`config.mk`:
```
export PLATFORM = sky130hd
export DESIGN_NAME = pcwg_coast_gen
export DESIGN_NICKNAME = d
export VERILOG_FILES = /design/src/pcwg_pkg.sv /design/src/pcwg_sync_if.sv /design/src/pcwg_polarity_det.sv /design/src/pcwg_line_meas.sv /design/src/pcwg_coast_gen.sv
export SDC_FILE = /design/constraint.sdc
export NUM_CORES = 1
export LEC_CHECK = 0
export ABC_AREA = 0
export BUFFER_PORTS_ARGS = -buffer_cell sky130_fd_sc_hd__clkbuf_2
export CAP_MARGIN = 40
export CORE_AREA = 2 2 106 118
export DETAILED_ROUTE_END_ITERATION = 8
export DIE_AREA = 0 0 108 120
export HOLD_SLACK_MARGIN = 0.05
export PLACE_DENSITY = 0.63
export SYNTH_ARGS = -nofsm -noshare
export SYNTH_HDL_FRONTEND = slang
export SYNTH_HIERARCHICAL = 1
export SYNTH_SLANG_ARGS = --single-unit
```
`constraint.sdc`:
```
create_clock -name clock -period 7.4 [get_ports clock]
set_input_delay 1.11 -clock clock [delete_from_list [all_inputs] [get_ports clock]]
set_output_delay 1.11 -clock clock [all_outputs]
set_load 0.01 [all_outputs]
```
`src/pcwg_pkg.sv`:
```
// Package for the PLL hold window generator.
// Assumes a single line-domain clock and a plain register port.
package pcwg_pkg;
  localparam logic [7:0] PCWG_ADDR_CFG = 8'h0f;
  localparam logic [7:0] PCWG_ADDR_EARLY = 8'h12;
  localparam logic [7:0] PCWG_ADDR_LATE = 8'h13;
  localparam logic [7:0] PCWG_ADDR_STATUS = 8'h14;
  localparam int PCWG_CFG_EXT_BIT = 5;
  localparam int PCWG_CFG_VS_POL_BIT = 0;
  localparam int PCWG_STAT_POL_BIT = 0;
  localparam logic [7:0] PCWG_CFG_RST = 8'h00;
  localparam logic [7:0] PCWG_EARLY_RST = 8'h00;
  localparam logic [7:0] PCWG_LATE_RST = 8'h00;
  localparam int PCWG_LINE_W = 11;
  localparam int PCWG_DUTY_W = 16;
  localparam logic [PCWG_DUTY_W-1:0] PCWG_DUTY_MID = 16'h8000;
endpackage

```
`src/pcwg_sync_if.sv`:
```
// Interface carrying pulses and line counts between the hold window modules.
// Assumes all members live in the single clock domain.
`timescale 1ns/1ps
interface pcwg_sync_if;
  logic lineTick;
  logic vsActive;
  logic vsStart;
  logic vsEnd;
  logic frameValid;
  logic [10:0] frameLines;
  logic [10:0] lineCount;
  modport meas (input lineTick, input vsActive, input vsStart, input vsEnd,
    output frameValid, output frameLines, output lineCount);
  modport use_side (input lineTick, input vsActive, input vsStart, input vsEnd,
    input frameValid, input frameLines, input lineCount);
endinterface

```
`src/pcwg_polarity_det.sv`:
```
// Duty-cycle polarity detector for the external hold input.
// Assumes the input is synchronous to clock.
`timescale 1ns/1ps
module pcwg_polarity_det
  import pcwg_pkg::*;
(
  // Clock and reset.
  input wire logic clock,
  input wire logic rstSyncN,
  // Sampled signal and result.
  input wire logic sigIn,
  output logic polPositive
);
  logic [PCWG_DUTY_W-1:0] duty_q, duty_d;
  logic pol_q, pol_d;

  // A saturating up/down counter leans toward the level seen most often.
  always_comb begin
    duty_d = duty_q;
    if (sigIn && duty_q != '1) begin
      duty_d = duty_q + 1'b1;
    end else if (!sigIn && duty_q != '0) begin
      duty_d = duty_q - 1'b1;
    end
    pol_d = pol_q;
    if (duty_q == '0) begin
      pol_d = 1'b1;
    end else if (duty_q == '1) begin
      pol_d = 1'b0;
    end
  end

  always_ff @(posedge clock or negedge rstSyncN) begin
    if (!rstSyncN) begin
      duty_q <= PCWG_DUTY_MID;
      pol_q <= 1'b1;
    end else begin
      duty_q <= duty_d;
      pol_q <= pol_d;
    end
  end

  assign polPositive = pol_q;
endmodule

```
`src/pcwg_line_meas.sv`:
```
// Line counter measuring frame length in horizontal sync pulses.
// Assumes one lineTick pulse per line and one vsStart pulse per frame.
`timescale 1ns/1ps
module pcwg_line_meas
  import pcwg_pkg::*;
(
  // Clock and reset.
  input wire logic clock,
  input wire logic rstSyncN,
  // Sync events and measurements.
  pcwg_sync_if.meas sb
);
  logic [PCWG_LINE_W-1:0] cnt_q, cnt_d;
  logic [PCWG_LINE_W-1:0] len_q, len_d;
  logic valid_q, valid_d;
  logic seen_q, seen_d;

  always_comb begin
    cnt_d = cnt_q;
    len_d = len_q;
    valid_d = valid_q;
    seen_d = seen_q;
    if (sb.vsStart) begin
      // The count wraps beyond 2048 lines; such frames are not supported.
      len_d = cnt_q;
      valid_d = seen_q;
      seen_d = 1'b1;
      cnt_d = '0;
    end else if (sb.lineTick) begin
      cnt_d = cnt_q + 1'b1;
    end
  end

  always_ff @(posedge clock or negedge rstSyncN) begin
    if (!rstSyncN) begin
      cnt_q <= '0;
      len_q <= '0;
      valid_q <= 1'b0;
      seen_q <= 1'b0;
    end else begin
      cnt_q <= cnt_d;
      len_q <= len_d;
      valid_q <= valid_d;
      seen_q <= seen_d;
    end
  end

  assign sb.frameValid = valid_q;
  assign sb.frameLines = len_q;
  assign sb.lineCount = cnt_q;
endmodule

```
`src/pcwg_coast_gen.sv`:
```
// Top of the PLL hold window generator: registers, sync edges and hold output.
// Assumes hsync, vsync and the external hold pin are synchronous to clock.
`timescale 1ns/1ps
module pcwg_coast_gen
  import pcwg_pkg::*;
(
  // Clock and reset.
  input wire logic clock,
  input wire logic rst_n,
  // Video sync inputs and external hold input.
  input wire logic hsyncIn,
  input wire logic vsyncIn,
  input wire logic holdIn,
  // Register port.
  input wire logic [7:0] regAddr,
  input wire logic [7:0] regWdata,
  input wire logic regWrite,
  input wire logic regRead,
  output logic [7:0] regRdata,
  // PLL control.
  output logic pllHold,
  output logic pllRefEn
);
  logic rstMeta_q, rstSyncN;
  logic [7:0] cfg_q, cfg_d;
  logic [7:0] early_q, early_d;
  logic [7:0] late_q, late_d;
  logic [7:0] rdata_q, rdata_d;
  logic hs_q, vsn_q;
  logic [7:0] post_q, post_d;
  logic earlyWin_q, earlyWin_d;
  logic hold_q, hold_d;
  logic vsNorm, holdPos;
  logic [PCWG_LINE_W:0] predStart;
  logic [PCWG_LINE_W-1:0] startLine;

  pcwg_sync_if sb ();

  // The release is synchronised so no flip-flop leaves reset on a partial edge.
  always_ff @(posedge clock or negedge rst_n) begin
    if (!rst_n) begin
      rstMeta_q <= 1'b0;
      rstSyncN <= 1'b0;
    end else begin
      rstMeta_q <= 1'b1;
      rstSyncN <= rstMeta_q;
    end
  end

  pcwg_polarity_det uPol (
    .clock(clock),
    .rstSyncN(rstSyncN),
    .sigIn(holdIn),
    .polPositive(holdPos)
  );

  pcwg_line_meas uMeas (
    .clock(clock),
    .rstSyncN(rstSyncN),
    .sb(sb)
  );

  // Vertical sync polarity is set by software; bit 0 high means active low.
  assign vsNorm = vsyncIn ^ cfg_q[PCWG_CFG_VS_POL_BIT];
  assign sb.lineTick = hsyncIn & ~hs_q;
  assign sb.vsActive = vsNorm;
  assign sb.vsStart = vsNorm & ~vsn_q;
  assign sb.vsEnd = ~vsNorm & vsn_q;

  // Predicted start line is frame length less the early count, floored at zero.
  assign predStart = {1'b0, sb.frameLines} - {4'h0, early_q};
  assign startLine = predStart[PCWG_LINE_W] ? '0 : predStart[PCWG_LINE_W-1:0];

  always_comb begin
    earlyWin_d = earlyWin_q;
    post_d = post_q;
    if (sb.vsStart) begin
      earlyWin_d = 1'b0;
    end else if (sb.frameValid && early_q != 8'h00 && sb.lineCount == startLine) begin
      earlyWin_d = 1'b1;
    end
    if (sb.vsEnd) begin
      post_d = late_q;
    end else if (sb.lineTick && post_q != 8'h00 && !vsNorm) begin
      post_d = post_q - 8'h01;
    end
    if (cfg_q[PCWG_CFG_EXT_BIT]) begin
      hold_d = holdPos ? holdIn : ~holdIn;
    end else begin
      // The next late count is used so hold does not drop for a cycle as vertical sync ends.
      hold_d = vsNorm | earlyWin_q | (post_d != 8'h00);
    end
  end

  always_ff @(posedge clock or negedge rstSyncN) begin
    if (!rstSyncN) begin
      hs_q <= 1'b0;
      vsn_q <= 1'b0;
      earlyWin_q <= 1'b0;
      post_q <= 8'h00;
      hold_q <= 1'b0;
    end else begin
      hs_q <= hsyncIn;
      vsn_q <= vsNorm;
      earlyWin_q <= earlyWin_d;
      post_q <= post_d;
      hold_q <= hold_d;
    end
  end

  assign pllHold = hold_q;
  assign pllRefEn = ~hold_q;

  // Register port; unmapped reads return zero.
  always_comb begin
    cfg_d = cfg_q;
    early_d = early_q;
    late_d = late_q;
    rdata_d = 8'h00;
    if (regWrite) begin
      unique case (regAddr)
        PCWG_ADDR_CFG: begin
          cfg_d = regWdata;
        end
        PCWG_ADDR_EARLY: begin
          early_d = regWdata;
        end
        PCWG_ADDR_LATE: begin
          late_d = regWdata;
        end
        default: begin
        end
      endcase
    end
    if (regRead) begin
      unique case (regAddr)
        PCWG_ADDR_CFG: begin
          rdata_d = cfg_q;
        end
        PCWG_ADDR_EARLY: begin
          rdata_d = early_q;
        end
        PCWG_ADDR_LATE: begin
          rdata_d = late_q;
        end
        PCWG_ADDR_STATUS: begin
          rdata_d[PCWG_STAT_POL_BIT] = holdPos;
        end
        default: begin
        end
      endcase
    end
  end

  always_ff @(posedge clock or negedge rstSyncN) begin
    if (!rstSyncN) begin
      cfg_q <= PCWG_CFG_RST;
      early_q <= PCWG_EARLY_RST;
      late_q <= PCWG_LATE_RST;
      rdata_q <= 8'h00;
    end else begin
      cfg_q <= cfg_d;
      early_q <= early_d;
      late_q <= late_d;
      rdata_q <= rdata_d;
    end
  end

  assign regRdata = rdata_q;
endmodule

```
==> run_summary.xml <==
<?xml version="1.0" encoding="UTF-8"?>
<metrics>
  <group name="floorplan">
    <metric name="fp.dieArea" unit="um^2">12960</metric>
    <metric name="row_count" unit="">42</metric>
    <metric name="placeableCoreArea" unit="um^2">11820</metric>
    <metric name="die-height" unit="um">120</metric>
    <metric name="chipWidth" unit="um">108</metric>
    <metric name="top_level_ports" unit="">33</metric>
    <metric name="floorplan.initialDensity" unit="">0.4403</metric>
  </group>
  <group name="worst_setup_path">
    <metric name="cp_data_required_time" unit="ps">7650</metric>
    <metric name="path_buf_inv" unit="">1</metric>
    <metric name="critical-path-top-delay-family" unit="">compound AO/OA/AOI/OAI gates</metric>
    <metric name="worstPathArrival" unit="ps">3550</metric>
    <metric name="cp_common_cell" unit="">o31ai_1</metric>
    <metric name="cp_slowest_stage_delay" unit="ps">670</metric>
    <metric name="crit_path_start_kind" unit="">flop</metric>
    <metric name="worst-setup-path-type" unit="">flop to flop</metric>
    <metric name="path_max_fanout" unit="">11</metric>
    <metric name="cp_cell_sequence" unit="">nand4_1 -&gt; o41ai_4 -&gt; buf_4 -&gt; ha_1 -&gt; nor2b_1 -&gt; o31ai_1 -&gt; a21oi_1 -&gt; o31a_1 -&gt; o31ai_1</metric>
    <metric name="crit_slowest_cell" unit="">o41ai_4</metric>
    <metric name="crit_path_end_kind" unit="">flop</metric>
  </group>
  <group name="clock_tree">
    <metric name="cts_made_buffers" unit="">9</metric>
    <metric name="post_cts.repair.setup_buffers" unit="">0</metric>
    <metric name="cts.repair.resized" unit="">0</metric>
    <metric name="clk_path_buf_depth" unit="">2</metric>
    <metric name="cts_sinks" unit="">87</metric>
    <metric name="htree_num_levels" unit="">3</metric>
    <metric name="clock_latency_of_the_later_clocked_register_in_the_worst_skew_pair" unit="ps">340</metric>
    <metric name="clkSlewWorstSetupHoldPaths" unit="ps">70</metric>
    <metric name="post_cts_hold_buffer_count" unit="">0</metric>
    <metric name="root_buffer" unit="">clkbuf_16</metric>
    <metric name="cts_tree" unit="">done</metric>
  </group>
  <group name="synthesis">
    <metric name="synth-simple-area-share" unit="">0.1754</metric>
    <metric name="post_syn_instances" unit="">523</metric>
    <metric name="mux_share_of_post_synthesis_cell_area" unit="">0.08387</metric>
    <metric name="synth.ff_latch_count" unit="">87</metric>
    <metric name="synth-compound-area-share" unit="">0.1766</metric>
    <metric name="number_of_nets_produced_by_synthesis" unit="">574</metric>
    <metric name="post_synth_fa_ha_maj_area_fraction" unit="">0.07018</metric>
    <metric name="combined_area_of_all_synthesized_cells" unit="um^2">5206</metric>
    <metric name="yosys_warnings" unit="">6</metric>
    <metric name="share_of_the_synthesized_netlist_area_taken_by_xor_and_xnor_gates" unit="">0.04686</metric>
    <metric name="synth_area_per_cell" unit="um^2">9.955</metric>
    <metric name="synth-seq-area-share" unit="">0.4186</metric>
    <metric name="synth_top_family_by_area" unit="">compound AO/OA/AOI/OAI gates</metric>
    <metric name="synth_cell_types" unit="">75</metric>
    <metric name="postSynth.topFlopCell" unit="">dfrtp_1</metric>
    <metric name="synth-edff-count" unit="">0</metric>
    <metric name="synth_async_sr_flop_share" unit="">1.000</metric>
  </group>
  <group name="global_routing">
    <metric name="grt_pass1_wl" unit="um">19600</metric>
    <metric name="grt-ovfl-total" unit="">0</metric>
    <metric name="number_of_antenna_violations_at_the_first_check_in_global_routing" unit="">0</metric>
    <metric name="grt_start_max_net_pins" unit="">48</metric>
    <metric name="first_global_vias" unit="">3916</metric>
    <metric name="gr-usage-all-layers" unit="">0.1914</metric>
  </group>
  <group name="flow_run">
    <metric name="timing.max_cap.violations" unit="">0</metric>
  </group>
  <group name="pwr">
    <metric name="ir_worst_vdd" unit="mV">0.1183</metric>
    <metric name="static-leakage-power" unit="uW">0.002712</metric>
    <metric name="power_density" unit="nW/um^2">294.4</metric>
  </group>
  <group name="sta">
    <metric name="hold_viol" unit="">0</metric>
    <metric name="finalSetupViolations" unit="">0</metric>
    <metric name="rsz0062_at_grt" unit="">false</metric>
    <metric name="timing.setup.tns" unit="ps">0</metric>
    <metric name="timing.fmax" unit="MHz">303.3</metric>
    <metric name="final_max_slew_viol_count" unit="">0</metric>
    <metric name="clock-skew-final" unit="ps">6.648</metric>
    <metric name="final_period_minus_worst_setup_slack" unit="ps">3297</metric>
    <metric name="worstMarginPinSlew" unit="ps">836.8</metric>
    <metric name="timing.final.ws_setup" unit="ps">4103</metric>
    <metric name="layout_worst_path_cycle_share" unit="">0.4455</metric>
    <metric name="maxSlewHeadroom" unit="">0.4378</metric>
  </group>
  <group name="layout">
    <metric name="finalNetCount" unit="">608</metric>
    <metric name="fillers" unit="">1065</metric>
    <metric name="final-seq-area" unit="um^2">2183</metric>
    <metric name="drive_above_1_share" unit="">0.1833</metric>
    <metric name="total_inserted_antenna_cells" unit="">0</metric>
    <metric name="post-route-util" unit="">0.4948</metric>
    <metric name="multi_input_comb_area" unit="um^2">2883</metric>
    <metric name="area_growth" unit="%">12.38</metric>
    <metric name="post-route-cell-area" unit="um^2">5851</metric>
    <metric name="instances_no_fill" unit="">716</metric>
  </group>
  <group name="drt">
    <metric name="route.detailed.wl_per_inst" unit="um">16.22</metric>
    <metric name="remaining_drc_errors" unit="">0</metric>
    <metric name="antenna_violating_nets_left" unit="">0</metric>
    <metric name="first_pass_iters" unit="">4</metric>
    <metric name="avgViaCountPerCell" unit="">5.682</metric>
    <metric name="vias" unit="">4068</metric>
    <metric name="drt_iter0_markers" unit="">265</metric>
    <metric name="finalWirelength" unit="um">11610</metric>
  </group>
  <group name="hold_path">
    <metric name="worst_hold_path_type" unit="">flop to flop</metric>
  </group>
  <group name="placement">
    <metric name="globalplace.congestion" unit="">0.8819</metric>
    <metric name="post-place-ws" unit="ps">3934</metric>
    <metric name="post_dp_cell_area" unit="um^2">5548</metric>
    <metric name="hpwlAfterDp" unit="um">8716</metric>
    <metric name="io_buffers" unit="">32</metric>
    <metric name="dp.cells" unit="">700</metric>
  </group>
  <group name="status">
    <metric name="run_status" unit="">finished clean</metric>
  </group>
</metrics>
-- placed cells by master (no fill, tap or decap), types with 4 or more instances in the layout --
| cell type | instances |
|---|---|
| nor2_1 | 20 |
| o211ai_1 | 4 |
| mux2_2 | 28 |
| o21ai_1 | 14 |
| a21o_1 | 7 |
| nand4_1 | 15 |
| or4_1 | 8 |
| nor2b_1 | 6 |
| buf_4 | 4 |
| dfrtp_1 | 84 |
| o21ai_0 | 32 |
| nand2b_1 | 8 |
| o31ai_1 | 9 |
| ha_1 | 26 |
| clkbuf_16 | 9 |
| nand2_1 | 49 |
| xnor2_1 | 12 |
| nand3_1 | 7 |
| clkbuf_2 | 32 |
| and2_1 | 12 |
| nor3_1 | 7 |
| mux2i_1 | 11 |
| a21oi_1 | 29 |
| inv_1 | 21 |
| or3_1 | 6 |
| o21a_1 | 6 |
| xor2_1 | 14 |
| nor4_1 | 8 |
-- area by class of cell --
class                   count  share of cell area
multi-input cells         401              0.4927
flip-flops and latches     87              0.3732
repair buffers             37             0.03593
clock inverters             7             0.01326
inverters                  21             0.01347
clock buffers               9             0.03849
well taps                 154             0.03293
-- worst reg2reg max path: stages (launching register included) --
cell and delay [ps]:
dfstp_2 570, nand4_1 180, o41ai_4 670, buf_4 300
ha_1 290, nor2b_1 170, o31ai_1 420, a21oi_1 160
o31a_1 260, o31ai_1 180
-- cell usage after synthesis, types with 12 or more instances --
cell,n,area [um^2]
dfrtp_1,85,2127
nand2_1,49,183.9
o21ai_0,32,160.2
a21oi_1,29,145.1
mux2_2,28,315.3
ha_1,26,325.3
inv_1,21,78.83
nor2_1,20,75.07
nand4_1,15,93.84
o21ai_1,14,70.07
xor2_1,14,122.6
and2_1,12,75.07
xnor2_1,12,105.1
-- state kept, by name, indices dropped and copies added, names as in the netlist, 8 cells and up --
name / cells
cfg_q: 8
early_q: 8
late_q: 8
post_q: 8
regRdata: 8
uMeas/sb.frameLines: 11
uMeas/sb.lineCount: 11
uPol/duty_q: 16
-- per-layer routing --
layer,global-route usage,wire (um),part of all wire
met1,0.2617,5585,0.48
met2,0.3023,5369,0.46
met3,0.03802,478,0.041
met4,0.06571,180,0.015
met5,0,0,0
-- kinds of logic after synthesis --
group	count (synthesis)
XOR/XNOR	27
buffers and inverters	35
other	1
adder cells (fa/ha/maj)	28
flip-flops	87
multiplexers	40
AO/OA/AOI/OAI	138
AND/OR/NAND/NOR	167
-- per-stage QoR --
| step | total power (uW) | hold WS, ps |
|---|---|---|
| final | 1723 | 351.1 |
| after global routing | 1847 | 358.4 |
| after CTS | 1729 | 356.2 |
| after detailed placement | 1256 | 341.1 |
| after global placement | 1245 | 338.4 |
| after floorplan | 1106 | 331.2 |
-- where the power goes --
group	internal [uW]	switching, uW
clock network	265	200
registers	562	96.2
logic	262	337
total	1090	633
-- path summary, 6_finish.rpt --
kind | start | to | slack, ps | depth (start not counted)
worst max-delay path | uPol/duty_q[15] | uPol/duty_q[14] | 4100 | 9
worst min register to register | rstMeta_q | rstSyncN | 350 | 0
worst max register to register | uPol/duty_q[15] | uPol/duty_q[14] | 4100 | 9
max in group asynchronous | rstSyncN | uPol/polPositive | 6310 | 2
worst min-delay path | rstMeta_q | rstSyncN | 350 | 0
min in group asynchronous | rstSyncN | uPol/duty_q[14] | 410 | 1
(Power assumes the default switching activity.)
